--- src/rtl/sbg_pkg.sv ---
// constants, types and helpers shared by the serial baud rate generator
// assumes a single 125 MHz system clock and an 8-bit register port
//
// Overview of operation
// - timer is 8-bit after reset, 16-bit when wide-divisor select is set
// - timer free-runs with period n+1; 8-bit mode uses only the low byte
// - async multiplier from high-speed and wide bits; sync ignores high-speed
// - async, 8-bit, low speed: rate is clock over 64 times (n+1)
// - async, 16-bit, low speed: rate is clock over 16 times (n+1)
// - sync, any width or speed bit: rate is clock over 4 times (n+1)
// - writing either divisor byte clears the timer at once
// - async 8-bit low speed: divisor 0 gives clock/64, divisor 2 clock/192
// - receive idle flag reads 1 when receiver idle, 0 once it is active
// - mode bit 1 selects synchronous; high-speed bit 1 selects high speed
package sbg_pkg;

  // ==========================================================
  // clock
  localparam int unsigned SYS_CLK_HZ = 125000000;

  // ==========================================================
  // register map, byte offsets on the plain port
  localparam int          ADDR_W        = 3;
  localparam logic [2:0]  OFS_TX_CTRL   = 3'h0;
  localparam logic [2:0]  OFS_RX_CTRL   = 3'h1;
  localparam logic [2:0]  OFS_BAUD_CTRL = 3'h2;
  localparam logic [2:0]  OFS_DIV_HIGH  = 3'h3;
  localparam logic [2:0]  OFS_DIV_LOW   = 3'h4;

  // ==========================================================
  // field positions
  localparam int TX_SYNC_BIT   = 4;
  localparam int TX_HIGH_BIT   = 2;
  localparam int TX_EMPTY_BIT  = 1;
  localparam int BC_IDLE_BIT   = 6;
  localparam int BC_WIDE_BIT   = 3;
  localparam int BC_RSVD_BIT   = 2;
  localparam int BC_OVF_BIT    = 7;

  // writable masks, other bits come from status or read as zero
  localparam logic [7:0] TX_WR_MASK = 8'hfd;
  localparam logic [7:0] RX_WR_MASK = 8'hf8;
  localparam logic [7:0] BC_WR_MASK = 8'h3b;

  // ==========================================================
  // reset values
  localparam logic [7:0] TX_CTRL_RST   = 8'h00;
  localparam logic [7:0] RX_CTRL_RST   = 8'h00;
  localparam logic [7:0] BAUD_CTRL_RST = 8'h00;
  localparam logic [7:0] DIV_HIGH_RST  = 8'h00;
  localparam logic [7:0] DIV_LOW_RST   = 8'h00;

  // ==========================================================
  // bit-period multipliers
  localparam logic [6:0] MULT_SLOW   = 7'h40;
  localparam logic [6:0] MULT_MID    = 7'h10;
  localparam logic [6:0] MULT_FAST   = 7'h04;
  localparam int         PERIOD_W    = 24;

  // ==========================================================
  // types
  typedef struct packed {
    logic [ADDR_W-1:0] addr;
    logic [7:0]        wrData;
    logic              wrStb;
    logic              rdStb;
  } sbg_bus_req_t;

  typedef struct packed {
    logic       syncMode;
    logic       highSpeed;
    logic       wideDivisor;
    logic [15:0] divisor;
  } sbg_rate_cfg_t;

  // multiplier chosen by the mode bits
  function automatic logic [6:0] sbgMultiplier(input sbg_rate_cfg_t cfg);
    logic [6:0] m;
    m = MULT_FAST;
    if (!cfg.syncMode) begin
      case ({cfg.wideDivisor, cfg.highSpeed})
        2'b00:   m = MULT_SLOW;
        2'b01:   m = MULT_MID;
        2'b10:   m = MULT_MID;
        default: m = MULT_FAST;
      endcase
    end
    return m;
  endfunction : sbgMultiplier

  // divisor as the timer really uses it
  function automatic logic [15:0] sbgEffDivisor(input sbg_rate_cfg_t cfg);
    return cfg.wideDivisor ? cfg.divisor : {8'h00, cfg.divisor[7:0]};
  endfunction : sbgEffDivisor

endpackage : sbg_pkg

--- src/rtl/sbg_divisor_timer.sv ---
// free-running divisor timer, overflows every n+1 clocks
// assumes clear and configuration come from the register block
`timescale 1ns/10ps
module sbg_divisor_timer #(
  parameter int WIDTH = 16
) (
  input  wire logic             sys_clk,
  input  wire logic             rst,
  input  wire logic             clear,
  input  wire sbg_pkg::sbg_rate_cfg_t cfg,
  output logic                  overflow,
  output logic [WIDTH-1:0]      count
);
  import sbg_pkg::*;

  logic [WIDTH-1:0] count_ff;
  logic [WIDTH-1:0] limit;

  assign limit    = sbgEffDivisor(cfg);
  assign overflow = !clear && (count_ff == limit);
  assign count    = count_ff;

  // ==========================================================
  // counter
  always_ff @(posedge sys_clk or posedge rst) begin
    if (rst) begin
      count_ff <= '0;
    end else if (clear || overflow) begin
      count_ff <= '0;
    end else if (!cfg.wideDivisor) begin
      count_ff <= {8'h00, count_ff[7:0] + 8'h01};
    end else begin
      count_ff <= count_ff + 16'h0001;
    end
  end

  // ==========================================================
  // checks
  a_narrow_high_zero: assert property (@(posedge sys_clk) disable iff (rst)
    !cfg.wideDivisor |-> count_ff[15:8] == 8'h00)
    else $error("upper timer byte moved in 8-bit mode");

  a_clear_zeroes: assert property (@(posedge sys_clk) disable iff (rst)
    clear |=> count_ff == 16'h0000)
    else $error("timer not cleared after divisor write");

  a_count_bounded: assert property (@(posedge sys_clk) disable iff (rst)
    $stable(cfg) && !$past(clear) |-> count_ff <= limit)
    else $error("timer ran past divisor");

endmodule : sbg_divisor_timer

--- src/rtl/sbg_rate_scaler.sv ---
// divides timer overflows by the mode multiplier into the bit-rate tick
// assumes step pulses come from the divisor timer
`timescale 1ns/10ps
module sbg_rate_scaler (
  input  wire logic       sys_clk,
  input  wire logic       rst,
  input  wire logic       clear,
  input  wire logic       step,
  input  wire logic [6:0] mult,
  output logic            tick
);
  import sbg_pkg::*;

  logic [6:0] phase_ff;
  logic       tick_ff;
  logic       wrap;

  assign wrap = step && (phase_ff >= mult - 7'h01);
  assign tick = tick_ff;

  // ==========================================================
  // phase counter
  always_ff @(posedge sys_clk or posedge rst) begin
    if (rst) begin
      phase_ff <= '0;
    end else if (clear || wrap) begin
      phase_ff <= '0;
    end else if (step) begin
      phase_ff <= phase_ff + 7'h01;
    end
  end

  always_ff @(posedge sys_clk or posedge rst) begin
    if (rst) begin
      tick_ff <= 1'b0;
    end else begin
      tick_ff <= wrap && !clear;
    end
  end

endmodule : sbg_rate_scaler

--- src/rtl/sbg_baud_gen.sv ---
// serial baud rate generator: registers, mode select, timer and scaler
// assumes the transceiver consumes baudTick and drives the status inputs
`timescale 1ns/10ps
module sbg_baud_gen (
  input  wire logic                  sys_clk,
  input  wire logic                  rst,
  input  wire sbg_pkg::sbg_bus_req_t busReq,
  output logic [7:0]                 rdData,
  input  wire logic                  rxActive,
  input  wire logic                  txShiftEmpty,
  input  wire logic [2:0]            rxStatus,
  output logic [7:0]                 txControl,
  output logic [7:0]                 rxControl,
  output logic [7:0]                 baudControl,
  output logic                       syncMode,
  output logic                       baudTick
);
  import sbg_pkg::*;

  // ==========================================================
  // register state
  logic [7:0]    txCtrl_ff;
  logic [7:0]    rxCtrl_ff;
  logic [7:0]    baudCtrl_ff;
  logic [7:0]    divHigh_ff;
  logic [7:0]    divLow_ff;
  logic          rxIdle_ff;
  logic [7:0]    rdData_ff;
  logic [7:0]    nxt_rdData;
  logic          wrTx;
  logic          wrRx;
  logic          wrBaud;
  logic          wrDivHigh;
  logic          wrDivLow;
  logic          restart;
  sbg_rate_cfg_t cfg;
  logic [6:0]    mult;
  logic          timerOverflow;
  logic [15:0]   timerCount;

  assign wrTx      = busReq.wrStb && (busReq.addr == OFS_TX_CTRL);
  assign wrRx      = busReq.wrStb && (busReq.addr == OFS_RX_CTRL);
  assign wrBaud    = busReq.wrStb && (busReq.addr == OFS_BAUD_CTRL);
  assign wrDivHigh = busReq.wrStb && (busReq.addr == OFS_DIV_HIGH);
  assign wrDivLow  = busReq.wrStb && (busReq.addr == OFS_DIV_LOW);

  // a mode change also restarts, so no period mixes two settings
  assign restart = wrDivHigh || wrDivLow || wrTx || wrBaud;

  // ==========================================================
  // software-written registers
  always_ff @(posedge sys_clk or posedge rst) begin
    if (rst) begin
      txCtrl_ff <= TX_CTRL_RST;
    end else if (wrTx) begin
      txCtrl_ff <= busReq.wrData & TX_WR_MASK;
    end
  end

  always_ff @(posedge sys_clk or posedge rst) begin
    if (rst) begin
      rxCtrl_ff <= RX_CTRL_RST;
    end else if (wrRx) begin
      rxCtrl_ff <= busReq.wrData & RX_WR_MASK;
    end
  end

  always_ff @(posedge sys_clk or posedge rst) begin
    if (rst) begin
      baudCtrl_ff <= BAUD_CTRL_RST;
    end else if (wrBaud) begin
      baudCtrl_ff <= busReq.wrData & BC_WR_MASK;
    end
  end

  always_ff @(posedge sys_clk or posedge rst) begin
    if (rst) begin
      divHigh_ff <= DIV_HIGH_RST;
      divLow_ff  <= DIV_LOW_RST;
    end else begin
      if (wrDivHigh) begin
        divHigh_ff <= busReq.wrData;
      end
      if (wrDivLow) begin
        divLow_ff <= busReq.wrData;
      end
    end
  end

  // idle flag follows the receiver, registered once
  always_ff @(posedge sys_clk or posedge rst) begin
    if (rst) begin
      rxIdle_ff <= 1'b1;
    end else begin
      rxIdle_ff <= !rxActive;
    end
  end

  // ==========================================================
  // read path: data valid only in the cycle after the strobe
  always_comb begin
    nxt_rdData = 8'h00;
    if (busReq.rdStb) begin
      case (busReq.addr)
        OFS_TX_CTRL: begin
          nxt_rdData               = txCtrl_ff;
          nxt_rdData[TX_EMPTY_BIT] = txShiftEmpty;
        end
        OFS_RX_CTRL: begin
          nxt_rdData = rxCtrl_ff | {5'h00, rxStatus};
        end
        OFS_BAUD_CTRL: begin
          nxt_rdData              = baudCtrl_ff;
          nxt_rdData[BC_IDLE_BIT] = rxIdle_ff;
          nxt_rdData[BC_OVF_BIT]  = 1'b0;
          nxt_rdData[BC_RSVD_BIT] = 1'b0;
        end
        OFS_DIV_HIGH: begin
          nxt_rdData = divHigh_ff;
        end
        OFS_DIV_LOW: begin
          nxt_rdData = divLow_ff;
        end
        default: begin
          nxt_rdData = 8'h00;
        end
      endcase
    end
  end

  always_ff @(posedge sys_clk or posedge rst) begin
    if (rst) begin
      rdData_ff <= 8'h00;
    end else begin
      rdData_ff <= nxt_rdData;
    end
  end

  // ==========================================================
  // rate configuration
  assign cfg.syncMode    = txCtrl_ff[TX_SYNC_BIT];
  assign cfg.highSpeed   = txCtrl_ff[TX_HIGH_BIT];
  assign cfg.wideDivisor = baudCtrl_ff[BC_WIDE_BIT];
  assign cfg.divisor     = {divHigh_ff, divLow_ff};
  assign mult            = sbgMultiplier(cfg);

  sbg_divisor_timer #(
    .WIDTH (16)
  ) u_timer (
    .sys_clk  (sys_clk),
    .rst      (rst),
    .clear    (restart),
    .cfg      (cfg),
    .overflow (timerOverflow),
    .count    (timerCount)
  );

  sbg_rate_scaler u_scaler (
    .sys_clk (sys_clk),
    .rst     (rst),
    .clear   (restart),
    .step    (timerOverflow),
    .mult    (mult),
    .tick    (baudTick)
  );

  assign rdData      = rdData_ff;
  assign txControl   = txCtrl_ff;
  assign rxControl   = rxCtrl_ff;
  assign baudControl = baudCtrl_ff;
  assign syncMode    = txCtrl_ff[TX_SYNC_BIT];

  // ==========================================================
  // period checking helpers
  logic [PERIOD_W-1:0] periodCnt_ff;
  logic                periodValid_ff;
  logic [PERIOD_W-1:0] expectPeriod;
  logic [PERIOD_W-1:0] cfgPeriod;

  assign cfgPeriod    = PERIOD_W'(mult) * (PERIOD_W'(sbgEffDivisor(cfg)) + 24'h000001);
  assign expectPeriod = cfgPeriod;

  always_ff @(posedge sys_clk or posedge rst) begin
    if (rst) begin
      periodCnt_ff <= '0;
    end else if (baudTick || restart) begin
      periodCnt_ff <= 24'h000001;
    end else begin
      periodCnt_ff <= periodCnt_ff + 24'h000001;
    end
  end

  always_ff @(posedge sys_clk or posedge rst) begin
    if (rst) begin
      periodValid_ff <= 1'b0;
    end else if (restart) begin
      periodValid_ff <= 1'b0;
    end else if (baudTick) begin
      periodValid_ff <= 1'b1;
    end
  end

  // ==========================================================
  // checks
  a_async_slow_narrow: assert property (@(posedge sys_clk) disable iff (rst)
    baudTick && periodValid_ff && !cfg.syncMode && !cfg.wideDivisor && !cfg.highSpeed
      |-> periodCnt_ff == PERIOD_W'(64) * (PERIOD_W'(divLow_ff) + 24'h000001))
    else $error("async 8-bit low speed period wrong");

  a_async_slow_wide: assert property (@(posedge sys_clk) disable iff (rst)
    baudTick && periodValid_ff && !cfg.syncMode && cfg.wideDivisor && !cfg.highSpeed
      |-> periodCnt_ff == PERIOD_W'(16) * (PERIOD_W'(cfg.divisor) + 24'h000001))
    else $error("async 16-bit low speed period wrong");

  a_sync_period: assert property (@(posedge sys_clk) disable iff (rst)
    baudTick && periodValid_ff && cfg.syncMode
      |-> periodCnt_ff == PERIOD_W'(4) * (PERIOD_W'(sbgEffDivisor(cfg)) + 24'h000001))
    else $error("sync period wrong");

  a_async_fast_rate: assert property (@(posedge sys_clk) disable iff (rst)
    baudTick && periodValid_ff && !cfg.syncMode && cfg.highSpeed
      |-> periodCnt_ff == (cfg.wideDivisor
            ? PERIOD_W'(4) * (PERIOD_W'(cfg.divisor) + 24'h000001)
            : PERIOD_W'(16) * (PERIOD_W'(divLow_ff) + 24'h000001)))
    else $error("async high speed period wrong");

  a_vector_div_zero: assert property (@(posedge sys_clk) disable iff (rst)
    baudTick && periodValid_ff && cfg == sbg_rate_cfg_t'{1'b0, 1'b0, 1'b0, 16'h0000}
      |-> periodCnt_ff == 24'h000040)
    else $error("divisor 0 did not give clock over 64");

  a_vector_div_two: assert property (@(posedge sys_clk) disable iff (rst)
    baudTick && periodValid_ff && !cfg.syncMode && !cfg.wideDivisor && !cfg.highSpeed
      && divLow_ff == 8'h02 |-> periodCnt_ff == 24'h0000c0)
    else $error("divisor 2 did not give clock over 192");

  a_sync_ignores_speed: assert property (@(posedge sys_clk) disable iff (rst)
    cfg.syncMode |-> mult == MULT_FAST)
    else $error("high speed bit affected sync multiplier");

  a_restart_no_tick: assert property (@(posedge sys_clk) disable iff (rst)
    restart |=> !baudTick ##0 timerCount == 16'h0000)
    else $error("divisor write did not restart timer");

  a_idle_flag_read: assert property (@(posedge sys_clk) disable iff (rst)
    busReq.rdStb && busReq.addr == OFS_BAUD_CTRL && !rxActive && !$past(rxActive)
      |=> rdData[BC_IDLE_BIT] == 1'b1)
    else $error("idle flag not reading 1 while receiver idle");

  a_tick_spacing: assert property (@(posedge sys_clk) disable iff (rst)
    baudTick && periodValid_ff |-> periodCnt_ff == expectPeriod)
    else $error("baud tick spacing off");

endmodule : sbg_baud_gen

--- config.mk ---
export PLATFORM = sky130hd
export DESIGN_NAME = sbg_baud_gen
export DESIGN_NICKNAME = d
export VERILOG_FILES = /design/src/rtl/sbg_pkg.sv /design/src/rtl/sbg_divisor_timer.sv /design/src/rtl/sbg_rate_scaler.sv /design/src/rtl/sbg_baud_gen.sv
export SDC_FILE = /design/constraint.sdc
export NUM_CORES = 1
export LEC_CHECK = 0
export BUFFER_PORTS_ARGS = -buffer_cell sky130_fd_sc_hd__buf_2
export CORE_MARGIN = 3
export CORE_UTILIZATION = 51
export CTS_CLUSTER_SIZE = 40
export DETAILED_ROUTE_END_ITERATION = 16
export GPL_ROUTABILITY_DRIVEN = 0
export GPL_TIMING_DRIVEN = 1
export PLACE_DENSITY = 0.76
export SYNTH_ARGS = -nofsm -noshare
export SYNTH_HDL_FRONTEND = slang
export SYNTH_SLANG_ARGS = --single-unit
export TNS_END_PERCENT = 10
--- constraint.sdc ---
create_clock -name sys_clk -period 2.6 [get_ports sys_clk]
set_input_delay 0.39 -clock sys_clk [delete_from_list [all_inputs] [get_ports sys_clk]]
set_output_delay 0.39 -clock sys_clk [all_outputs]
set_load 0.02 [all_outputs]
Word level (Yosys, flattened, before mapping)
Index checks and enable logic that the tools add are counted.
{ "op_classes": {"bitwise": 1, "n_reduce_logical": 19, "addsub": 4, "eq_ne": 7, "order_cmp": 1, "mux": 9} }
{ "ops": {"columns": ["operator", "count"], "rows": [
  ["2-to-1 mux 16 bit", 3],
  ["one-hot mux 8 bit (5 select lines)", 1],
  ["2-to-1 mux 7 bit", 3],
  ["adder 16 x 1 -> 16 bit (second input constant)", 1],
  ["== test 16 bit", 1],
  ["one-hot mux 7 bit (2 select lines)", 1],
  ["adder 8 x 1 -> 8 bit (second input constant)", 1],
  ["logical AND 1 bit", 8],
  ["2-to-1 mux 8 bit", 1],
  ["OR 8 x 3 -> 8 bit", 1],
  ["adder 7 x 1 -> 7 bit (second input constant)", 1],
  ["greater-or-equal comparator 7 bit", 1],
  ["subtractor 7 x 1 -> 7 bit (second input constant)", 1],
  ["== test 3 x 2 -> 1 bit (second input constant)", 2],
  ["logical OR 1 bit", 5],
  ["== test 3 x 1 -> 1 bit (second input constant)", 1],
  ["== test 3 bit (second input constant)", 1],
  ["zero test 3 bit", 1],
  ["== test 2 x 1 -> 1 bit (second input constant)", 1],
  ["== test 2 bit (second input constant)", 1],
  ["zero test 1 bit", 2],
  ["zero test 2 bit", 1],
  ["nonzero test 2 bit", 1],
  ["OR reduction 2 bit", 1]
]} }
{ "word_totals": {"register_bits": 66, "output_inout_bits": 34, "input_bits": 20, "word_cells": 51} }

Depth between registers and ports, before layout
Gate-level depths: netlist of run 1.
{ "logic_depth": {"word_depth": 10, "depth_mapped": 13, "mapped_depth_nobuf": 12} }

Cells and area by module
A second synthesis of run 1 with hierarchy kept.
{ "hier_totals": {"cells_unflattened": 350, "hier_area_um2": 3789.9} }
{ "by_module_without_submodules": {"columns": ["mod", "instances", "seq_area_each_um2", "area_each_um2", "cells_each"], "rows": [
  ["sbg_baud_gen", 1, 1052.3, 2074.5, 168],
  ["sbg_divisor_timer", 1, 400.4, 1053.5, 113],
  ["sbg_rate_scaler", 1, 200.2, 661.9, 69]
]} }

Least setup slack after synthesis of run 1
Ideal clock, no wire load.
{ "synth_timing": {"path_kind": "register -> register", "from": "register baudCtrl_ff[3], in the netlist baudControl[3]", "to": "register u_scaler.phase_ff[3]", "setup_slack_ps": -398, "path_buffers": 1, "arrival_time_ps": 2920, "period_less_slack_ps": 2998, "required_time_ps": 2523, "setup_ps": 77, "stages_incl_launch_ff": 12, "cell_sequence": "dfrtp_1 > buf_2 > inv_1 > ha_1 > nand2b_1 > ha_1 > ha_1 > a211oi_1 > nor2_1 > or3_1 > or4_1 > a21oi_1"} }
{ "synth_via": {"elab_chain_cells": 9, "elab_cells_between_ends": 15, "classes_between": "add/sub (1); order compare (1); eq/ne (3); mux (4); reduce/logical (6)"} }
{ "synth_lines": {"columns": ["element", "line", "rtl"], "rows": [
  ["start, declared", "sbg_baud_gen.sv:24", "logic [7:0] baudCtrl_ff;"],
  ["start signal, assigned", "sbg_baud_gen.sv:72", "baudCtrl_ff <= busReq.wrData & BC_WR_MASK;"],
  ["== test 2 bit or == test 2 x 1 -> 1 bit (tied branches)", "sbg_pkg.sv:81", "case ({cfg.wideDivisor, cfg.highSpeed})"],
  ["OR reduction 2 bit (no source line)", null, null],
  ["one-hot mux 7 bit (2 select lines)", "sbg_pkg.sv:81", null],
  ["2-to-1 mux 7 bit", "sbg_pkg.sv:80", "if (!cfg.syncMode) begin"],
  ["subtractor 7 x 1 -> 7 bit", "sbg_rate_scaler.sv:18", "assign wrap = step && (phase_ff >= mult - 7'h01);"],
  ["greater-or-equal comparator 7 bit", "sbg_rate_scaler.sv:18", null],
  ["logical AND 1 bit", "sbg_rate_scaler.sv:18", null],
  ["logical OR 1 bit", "sbg_rate_scaler.sv:26", "end else if (clear || wrap) begin"],
  ["2-to-1 mux 7 bit or nonzero test 2 bit (tied branches)", null, null],
  ["end signal, assigned", "sbg_rate_scaler.sv:29", "phase_ff <= phase_ff + 7'h01;"],
  ["end, declared", "sbg_rate_scaler.sv:14", "logic [6:0] phase_ff;"]
]} }
Several ways; a longest one is shown, not always the timed one.
A chain may end at the register's enable or synchronous reset.

Worst setup path in the final report of run 1
{ "layout_timing": {"from": "register baudCtrl_ff[3], in the netlist baudControl[3]", "to": "register u_scaler.phase_ff[2]"} }
The elaborated chain is that of the path after synthesis.

==> flow_summary.json, run 1 <==
{
  "reg_to_reg_startpoint": "baudControl[3]",
  "fmax_mhz": 377,
  "vias": 2764,
  "synth-seq-cells": 66,
  "worstMarginPinSlew_ns": 0.686,
  "fp.coreArea_mm2": 0.00649,
  "synthCells": 332,
  "synth.area.top_cells": "dfrtp_1, mux2_2, xor2_1",
  "post_synthesis_to_final_layout_area_growth_pct": 19.3,
  "wire_length_of_the_first_global_routing_pass_um": 12800,
  "synth.cell_area_mm2": 0.00350,
  "start_kind": "flip-flop",
  "first_pass_iters": 4,
  "synth.distinct_cells": 41,
  "tritoncts_num_sinks": 66,
  "setup_ws_ns": -0.0509,
  "cell_internal_power_dissipation_mw": 2.16,
  "hpwlAfterDp_um": 5850,
  "routed_wire_length_per_instance_um": 16.8,
  "worst_setup_path_category": "flip-flop to flip-flop",
  "pre_cts_ws_ns": -0.146,
  "synth_enable_flop_cells": 0,
  "post-place-cells": 459,
  "final_layout_size_suffix_gt1_frac": 0.343,
  "clock_latency_on_the_worst_skew_pair_ns": 0.34,
  "seq_power_share": 0.424,
  "rsz_0062_raised_after_global_routing": "true",
  "yosys_warnings": 0,
  "avgSynthCellArea_um2": 10.5,
  "detail-route-antenna-nets": 0,
  "cts_inserted_buffers": 9,
  "die_area_mm2": 0.00790,
  "power_density_normalized_to_cell_area_mw_per_mm2": 762,
  "synth_top_cell_by_area": "dfrtp_1",
  "drv.max_cap_violation_count": 0,
  "maximum_fanout_count_along_the_critical_path": 5,
  "number_of_setup_violations_in_the_final_report": 3,
  "ys_async_sr_fraction": 1.00,
  "synth_ff_type": "dfrtp_1",
  "drt-total-wl_um": 8010,
  "die_width_um": 88.9,
  "setup_total_negative_slack_ns": -0.108,
  "route.detailed.vias_per_inst": 5.81,
  "synth.yosys.seq_area_share": 0.472,
  "power.switching_mw": 1.03,
  "period_needed_ns": 2.65,
  "cts_root_buf": "clkbuf_8",
  "hold_buffers": 0,
  "hold_path.class": "input pin to asynchronous set/reset pin",
  "worst_setup_hold_path_clk_slew_ns": 0.07,
  "pwr-share-clk": 0.271,
  "num_rows": 29,
  "route.detailed.drc": 0,
  "finish.cell_count_without_fillers": 476,
  "number_of_failing_hold_endpoints_at_the_final_stage": 0,
  "critPathArrivalTime_ns": 2.91,
  "finalCoreUtilization": 0.643,
  "antenna_violations_before_repair": 0,
  "reg2reg_slack_ns": -0.05,
  "share_of_the_synthesized_area_in_the_top_cell_type": 0.464,
  "post-synth-top-count-cell": "dfrtp_1",
  "gr-total-overflow": 0,
  "tritoncts": "yes",
  "worst_ep_required_time_ns": 2.86,
  "dieHeight_um": 88.9,
  "regToRegEndpoint": "u_scaler.phase_ff[2]",
  "ios": 54,
  "final_min_period_over_clock_period": 1.02,
  "port-buffer-count": 46,
  "finalNetCount": 424,
  "drt_iter0_drc": 232,
  "h-tree-depth": 3,
  "combPwrFrac": 0.305,
  "floorplan.initialDensity": 0.539,
  "max_slew_violations": 0,
  "ir_worst_vdd_v": 0.000487,
  "status": "complete, but fails checks",
  "clk_path_buf_depth": 2,
  "finClkSkew_ns": 0.0100,
  "slew_headroom": 0.542,
  "netlist_top_cells_count": "dfrtp_1, mux2_2, nor2_1",
  "p_leak_nw": 1.94,
  "power_switching_share": 0.323,
  "cp-end-kind": "flip-flop",
  "failed_checks": "setup timing",
  "antenna_cells_inserted": 0,
  "aggregate_global_route_resource_usage": 0.212,
  "reg2regPathDepth": 10,
  "grt_start_max_net_pins": 36,
  "grt_pass1_vias": 2701
}
-- worst max path at each step --
stage | depth (start not counted) | start | slack [ns] | to
6_report | 10 | baudControl[3] | -0.05 | u_scaler.phase_ff[2]
5_1_grt | 11 | baudControl[3] | -0.12 | u_scaler.phase_ff[2]
4_1_cts | 10 | baudControl[3] | -0.02 | u_scaler.phase_ff[3]
3_5_place_dp | 10 | baudControl[3] | -0.15 | u_scaler.phase_ff[3]
3_3_place_gp | 10 | baudControl[3] | -0.08 | u_scaler.phase_ff[2]
2_1_floorplan | 11 | baudControl[3] | -0.15 | u_scaler.phase_ff[2]
-- cells by family after synthesis --
group,synth area share
adders and majority gates,0.0357
muxes,0.121
AOI/OAI and AO/OA,0.0893
xor gates and xnor gates,0.0675
and+or+nand+nor,0.171
other,0.00107
buffers and inverters,0.0418
DFF,0.472
-- routing by layer --
layer | wire length, µm | vias to the layer above | track usage
met5 | 0 | - | 0
li1 | - | 1294 | -
met4 | 109 | 0 | 0.0838
met2 | 3790 | 78 | 0.322
met3 | 379 | 11 | 0.0512
met1 | 3730 | 1381 | 0.293
-- power groups by stage --
| stage | clock network (mW) | logic [mW] | registers, mW |
|---|---|---|---|
| after floorplan | 0 | 0.544 | 1.41 |
| after global placement | 0 | 0.872 | 1.36 |
| after detailed placement | 0 | 0.901 | 1.36 |
| after CTS | 0.885 | 0.928 | 1.34 |
| after global routing | 0.941 | 1.07 | 1.37 |
| final | 0.863 | 0.972 | 1.35 |
-- sequential cells by signal, summed over array words and instances, names as in the netlist --
signal and flops:
u_scaler.phase_ff 7, txControl 7, rdData 8, rxControl 5, divLow_ff 8, baudControl 5
u_scaler.tick 1, u_timer.count 16, divHigh_ff 8, rxIdle_ff 1
-- timing repair --
item                       4_1_cts  5_1_grt
resized for setup                4        6
setup endpoints to repair        5        5
pin swaps                        4        6
buffers inserted                 1        0
-- worst max-delay path, stage by stage, from the launching register on --
cell      delay, ns
dfrtp_2        0.43
ha_2           0.17
or2_4          0.23
inv_2          0.07
ha_4           0.20
ha_4           0.24
a211oi_2       0.17
nor2_1         0.08
or3_4          0.42
or4_4          0.43
a21oi_2        0.14
-- metrics by stage --
step	instance area [µm²]	hold slack, ns	power [mW]
floorplan	3560	0.416	1.96
global placement	3920	0.499	2.23
detailed placement	3920	0.510	2.26
CTS	4150	0.148	3.16
global route	4180	0.151	3.39
finish	4180	0.148	3.19
-- layout make-up --
class / count / area, µm²
Clock buffer: 13 / 159
Timing Repair Buffer: 66 / 393
Clock inverter: 3 / 40.0
Sequential cell: 66 / 1660
Tap cell: 77 / 96.3
Fill cell: 519 / 2320
Multi-Input combinational cell: 242 / 1800
Inverter: 9 / 33.8
-- cells in the final DEF, fill, tap and decap left out, types with 3 or more instances in the layout --
| cell type | synthesis | final |
|---|---|---|
| dfrtp_1 | 65 | 63 |
| buf_2 | 3 | 46 |
| mux2_2 | 36 | 36 |
| nor2_1 | 27 | 27 |
| nand3_1 | 25 | 25 |
| xor2_1 | 21 | 21 |
| buf_4 | 8 | 19 |
| a22oi_1 | 12 | 12 |
| o21ai_0 | 12 | 11 |
| and2_1 | 11 | 11 |
| clkbuf_8 | 0 | 11 |
| nand2_1 | 10 | 10 |
| o22ai_1 | 9 | 9 |
| conb_1 | 1 | 7 |
| inv_1 | 9 | 6 |
| and3_1 | 6 | 6 |
| ha_1 | 10 | 6 |
| xnor2_1 | 6 | 5 |
| a21oi_1 | 6 | 5 |
| or4_1 | 6 | 5 |
| nand4b_1 | 4 | 4 |
| nor2b_1 | 4 | 4 |
| inv_2 | 0 | 3 |
| nor3_1 | 4 | 3 |
| ha_4 | 0 | 3 |
(Power assumes the default switching activity.)
==> run 2: changes to the inputs <==
CORE_ASPECT_RATIO = 2   (was unset)
SKIP_CTS_REPAIR_TIMING = 1   (was unset)
TNS_END_PERCENT = unset   (was 10)
==> flow_summary.json, run 2 (synthesis gave the netlist of run 1 again) <==
{
  "status": "complete, but fails checks",
  "failed_checks": "setup timing",
  "reg2reg_slack_ns": -0.14,
  "critPathArrivalTime_ns": 3.02,
  "ir_worst_vdd_v": 0.000627,
  "aggregate_global_route_resource_usage": 0.246,
  "final_min_period_over_clock_period": 1.05,
  "slew_headroom": 0.542,
  "gr-total-overflow": 0,
  "drt_iter0_drc": 136,
  "first_pass_iters": 4,
  "finClkSkew_ns": 0.00793,
  "route.detailed.drc": 0,
  "period_needed_ns": 2.74,
  "finish.cell_count_without_fillers": 490,
  "num_rows": 42,
  "fmax_mhz": 365,
  "routed_wire_length_per_instance_um": 18.1,
  "setup_total_negative_slack_ns": -0.243,
  "regToRegEndpoint": "u_scaler.phase_ff[2]",
  "antenna_violations_before_repair": 0,
  "die_width_um": 64.6,
  "number_of_setup_violations_in_the_final_report": 3,
  "route.detailed.vias_per_inst": 5.72,
  "clock_latency_on_the_worst_skew_pair_ns": 0.35,
  "largest_register_ff_count": 16,
  "post_synthesis_to_final_layout_area_growth_pct": 23.3,
  "power_density_normalized_to_cell_area_mw_per_mm2": 812,
  "cp-end-kind": "flip-flop",
  "p_leak_nw": 1.99,
  "finalNetCount": 427,
  "rsz_0062_raised_after_global_routing": "true",
  "post-place-cells": 474,
  "worst_setup_path_category": "flip-flop to flip-flop",
  "total_power_mw": 3.51,
  "tritoncts": "yes",
  "grt_pass1_vias": 2959,
  "maximum_fanout_count_along_the_critical_path": 5,
  "max_slew_violations": 0,
  "h-tree-depth": 3,
  "hpwlAfterDp_um": 6590,
  "port-buffer-count": 46,
  "grt_start_max_net_pins": 38,
  "detail-route-antenna-nets": 0,
  "mostFrequentLayoutCells": "dfrtp_1, buf_2, mux2_2, nor2_1, nand3_1",
  "reg_to_reg_startpoint": "baudControl[3]",
  "fp.coreArea_mm2": 0.00662,
  "antenna_cells_inserted": 0,
  "wire_length_of_the_first_global_routing_pass_um": 14400,
  "drv.max_cap_violation_count": 0,
  "pre_cts_ws_ns": -0.161,
  "mostFrequentLayoutCell": "dfrtp_1",
  "dieHeight_um": 123,
  "die_area_mm2": 0.00796,
  "filler_cell_count": 559,
  "hold_path.class": "input pin to asynchronous set/reset pin",
  "start_kind": "flip-flop",
  "cts_root_buf": "clkbuf_16",
  "floorplan.initialDensity": 0.529,
  "worst_ep_required_time_ns": 2.88,
  "worstMarginPinSlew_ns": 0.685,
  "vias": 2804,
  "worst_setup_hold_path_clk_slew_ns": 0.06,
  "ios": 54,
  "reg2regPathDepth": 12,
  "cts_inserted_buffers": 9,
  "drt-total-wl_um": 8890,
  "final_layout_size_suffix_gt1_frac": 0.356,
  "tritoncts_num_sinks": 66,
  "clk_path_buf_depth": 2,
  "setup_ws_ns": -0.142,
  "number_of_failing_hold_endpoints_at_the_final_stage": 0
}
## run 2: metal layers
layer	part of all wire	wire, µm	global-route usage	vias up
met3	0.035	310	0.0464	34
li1	-	-	-	1303
met4	0.059	523	0.177	0
met5	0	0	0	-
met2	0.56	4970	0.447	91
met1	0.35	3080	0.243	1376
## run 2: worst max-delay path by stage
| stage | startpoint | endpoint | slack, ns |
|---|---|---|---|
| finish | baudControl[3] | u_scaler.phase_ff[2] | -0.14 |
| global route | baudControl[3] | u_scaler.phase_ff[2] | -0.23 |
| CTS | baudControl[3] | u_scaler.phase_ff[3] | -0.19 |
| detailed placement | baudControl[3] | u_scaler.phase_ff[3] | -0.16 |
| global placement | baudControl[3] | u_scaler.phase_ff[3] | -0.09 |
| floorplan | baudControl[3] | u_scaler.phase_ff[2] | -0.14 |
## run 2: through the flow
| step | utilization | hold slack, ns | cell area (µm²) |
|---|---|---|---|
| after floorplan | - | 0.416 | 3580 |
| after global placement | 0.603 | 0.498 | 4000 |
| after detailed placement | 0.603 | 0.519 | 4000 |
| after CTS | 0.645 | 0.163 | 4270 |
| after global routing | 0.652 | 0.175 | 4320 |
| final | 0.652 | 0.148 | 4320 |
## run 2: worst max-delay path, cell delays in order, from the launching register on
cell,delay (ns)
dfrtp_2,0.40
buf_12,0.11
inv_6,0.03
ha_4,0.25
nand2b_4,0.06
ha_4,0.17
xnor2_2,0.13
ha_1,0.32
nand4_1,0.11
nor3_1,0.08
or3_4,0.36
or4_4,0.52
a21oi_2,0.14
## run 2: area by class of cell
class	instances	area, µm²	area share
Clock buffer	9	225	0.0522
Clock inverter	7	51.3	0.0119
Inverter	9	38.8	0.00898
Multi-Input combinational cell	242	1810	0.419
Sequential cell	66	1660	0.383
Tap cell	88	110	0.0255
Timing Repair Buffer	69	428	0.0991
## run 2: where the power goes
group / internal, mW / leakage (nW) / switching [mW]
registers: 1.19 / 0.839 / 0.169
clock network: 0.651 / 0.133 / 0.489
logic: 0.493 / 1.02 / 0.519
==> run 3: changes to the inputs <==
CORE_MARGIN = 5   (was 3)
==> flow_summary.json, run 3 (synthesis gave the netlist of run 1 again) <==
{
  "period_needed_ns": 2.63,
  "drt_iter0_drc": 112,
  "start_kind": "flip-flop",
  "dieHeight_um": 127,
  "critPathArrivalTime_ns": 2.90,
  "wire_length_of_the_first_global_routing_pass_um": 14400,
  "crit_chain": "ha_2 -> or2_4 -> inv_4 -> ha_4 -> ha_4 -> a211oi_2 -> nor2_2 -> or3_4 -> or4_4 -> a21oi_2",
  "pwr-share-clk": 0.331,
  "power_switching_share": 0.324,
  "setup_total_negative_slack_ns": -0.0578,
  "worst_setup_path_category": "flip-flop to flip-flop",
  "final_min_period_over_clock_period": 1.01,
  "num_rows": 42,
  "number_of_setup_violations_in_the_final_report": 3,
  "ir_worst_vdd_v": 0.000643,
  "fmax_mhz": 380,
  "worst_ep_required_time_ns": 2.87,
  "finalNetCount": 428,
  "setup_ws_ns": -0.0332,
  "aggregate_global_route_resource_usage": 0.228,
  "route.detailed.vias_per_inst": 5.66,
  "tritoncts": "yes",
  "mostFrequentLayoutCells": "dfrtp_1, buf_2, mux2_2, nor2_1, nand3_1",
  "post_synthesis_to_final_layout_area_growth_pct": 24.7,
  "die_area_mm2": 0.00872,
  "clk_path_buf_depth": 2,
  "cpMostUsedCell": "ha_4",
  "largest_register_ff_count": 16,
  "worst_setup_hold_path_clk_slew_ns": 0.06,
  "critical_path.top_delay_family": "simple AND/OR/NAND/NOR gates",
  "final_layout_size_suffix_gt1_frac": 0.367,
  "p_leak_nw": 2.00,
  "clock_latency_on_the_worst_skew_pair_ns": 0.33,
  "fp.coreArea_mm2": 0.00667,
  "die_width_um": 68.6,
  "finClkSkew_ns": 0.00560,
  "grt_start_max_net_pins": 67,
  "antenna_violations_before_repair": 0,
  "finish.cell_count_without_fillers": 491,
  "post-place-cells": 474,
  "floorplan.initialDensity": 0.525,
  "drt-total-wl_um": 9000,
  "maximum_fanout_count_along_the_critical_path": 4,
  "post-route-cell-area_mm2": 0.00437,
  "failed_checks": "setup timing",
  "status": "complete, but fails checks",
  "ios": 54,
  "vias": 2781,
  "power_density_normalized_to_cell_area_mw_per_mm2": 833,
  "cts_root_buf": "clkbuf_16",
  "hpwlAfterDp_um": 6600,
  "grt_pass1_vias": 2896,
  "cts_inserted_buffers": 9,
  "slew_headroom": 0.647,
  "worst-path-buf-inv": 1,
  "detailed_place.area_mm2": 0.00398,
  "detail-route-antenna-nets": 0,
  "tritoncts_num_sinks": 66,
  "route.detailed.drc": 0,
  "hold_path.class": "input pin to asynchronous set/reset pin",
  "cp-end-kind": "flip-flop",
  "max_slew_violations": 0,
  "cpMaxStageDelayCell": "dfrtp_2",
  "seq_power_share": 0.372,
  "first_pass_iters": 5,
  "cell_internal_power_dissipation_mw": 2.46,
  "port-buffer-count": 46,
  "cpPeakStageDelay_ns": 0.43,
  "number_of_failing_hold_endpoints_at_the_final_stage": 0,
  "antenna_cells_inserted": 0,
  "worstMarginPinSlew_ns": 0.529,
  "mostFrequentLayoutCell": "dfrtp_1",
  "drv.max_cap_violation_count": 0,
  "routed_wire_length_per_instance_um": 18.3,
  "combPwrFrac": 0.298,
  "h-tree-depth": 3,
  "rsz_0062_raised_after_global_routing": "true",
  "power.switching_mw": 1.18,
  "gr-total-overflow": 0
}
==> run 3: cell types whose count changed in the layout (fill, tap and decap cells not counted), sizes merged <==
cell and delta:
clkinvlp -1, buf +1, bufinv +1, clkinv +3, inv -3
==> run 3: cell type report <==
cell class | instances | area [µm²]
clock buffer | 9 | 225
timing repair buffer | 70 | 423
sequential | 66 | 1660
tap | 88 | 110
multi-input combinational | 242 | 1840
fill | 543 | 2310
clock inverter | 7 | 70.1
inverter | 9 | 38.8
==> run 3: power groups by stage <==
stage / Clock (mW) / Sequential, mW / Combinational [mW]
after floorplan: 0 / 1.41 / 0.551
after global placement: 0 / 1.35 / 0.936
after detailed placement: 0 / 1.36 / 0.975
after CTS: 1.22 / 1.35 / 0.982
after global routing: 1.26 / 1.38 / 1.18
final: 1.20 / 1.35 / 1.08
==> run 3: worst reg2reg max path, delay by kind of cell (launching register included) <==
| family | cells | cell delay, ns |
|---|---|---|
| flip-flops | 1 | 0.43 |
| adder cells (fa/ha/maj) | 3 | 0.63 |
| buffers and inverters | 1 | 0.06 |
| AO/OA/AOI/OAI | 2 | 0.34 |
| AND/OR/NAND/NOR | 4 | 1.10 |
==> run 3: routing by layer <==
metal,track usage,part of all wire,vias to the layer above
met2,0.393,0.55,82
li1,-,-,1306
met4,0.132,0.063,0
met1,0.244,0.35,1364
met3,0.0475,0.036,29
met5,0,0,-
==> run 3: path summary, 6_finish.rpt <==
path	slack, ns	to	from	cells after the start
hold / removal	0.10	u_timer.count[3]	rst	3
hold reg to reg	0.52	baudControl[5]	baudControl[5]	1
setup / recovery	-0.03	u_scaler.phase_ff[2]	baudControl[3]	10
setup reg to reg	-0.03	u_scaler.phase_ff[2]	baudControl[3]	10
min in group sys_clk	0.16	rxIdle_ff	rxActive	2
max in group asynchronous	2.16	rxIdle_ff	rst	3
==> run 3: per-stage QoR <==
step / utilization / hold slack, ns / total power [mW] / setup WS, ns
5_1_grt: 0.654 / 0.158 / 3.82 / -0.106
2_1_floorplan: - / 0.416 / 1.97 / -0.138
6_report: 0.654 / 0.104 / 3.64 / -0.0332
3_5_place_dp: 0.597 / 0.486 / 2.33 / -0.139
4_1_cts: 0.641 / 0.131 / 3.54 / -0.177
3_3_place_gp: 0.597 / 0.483 / 2.29 / -0.0893
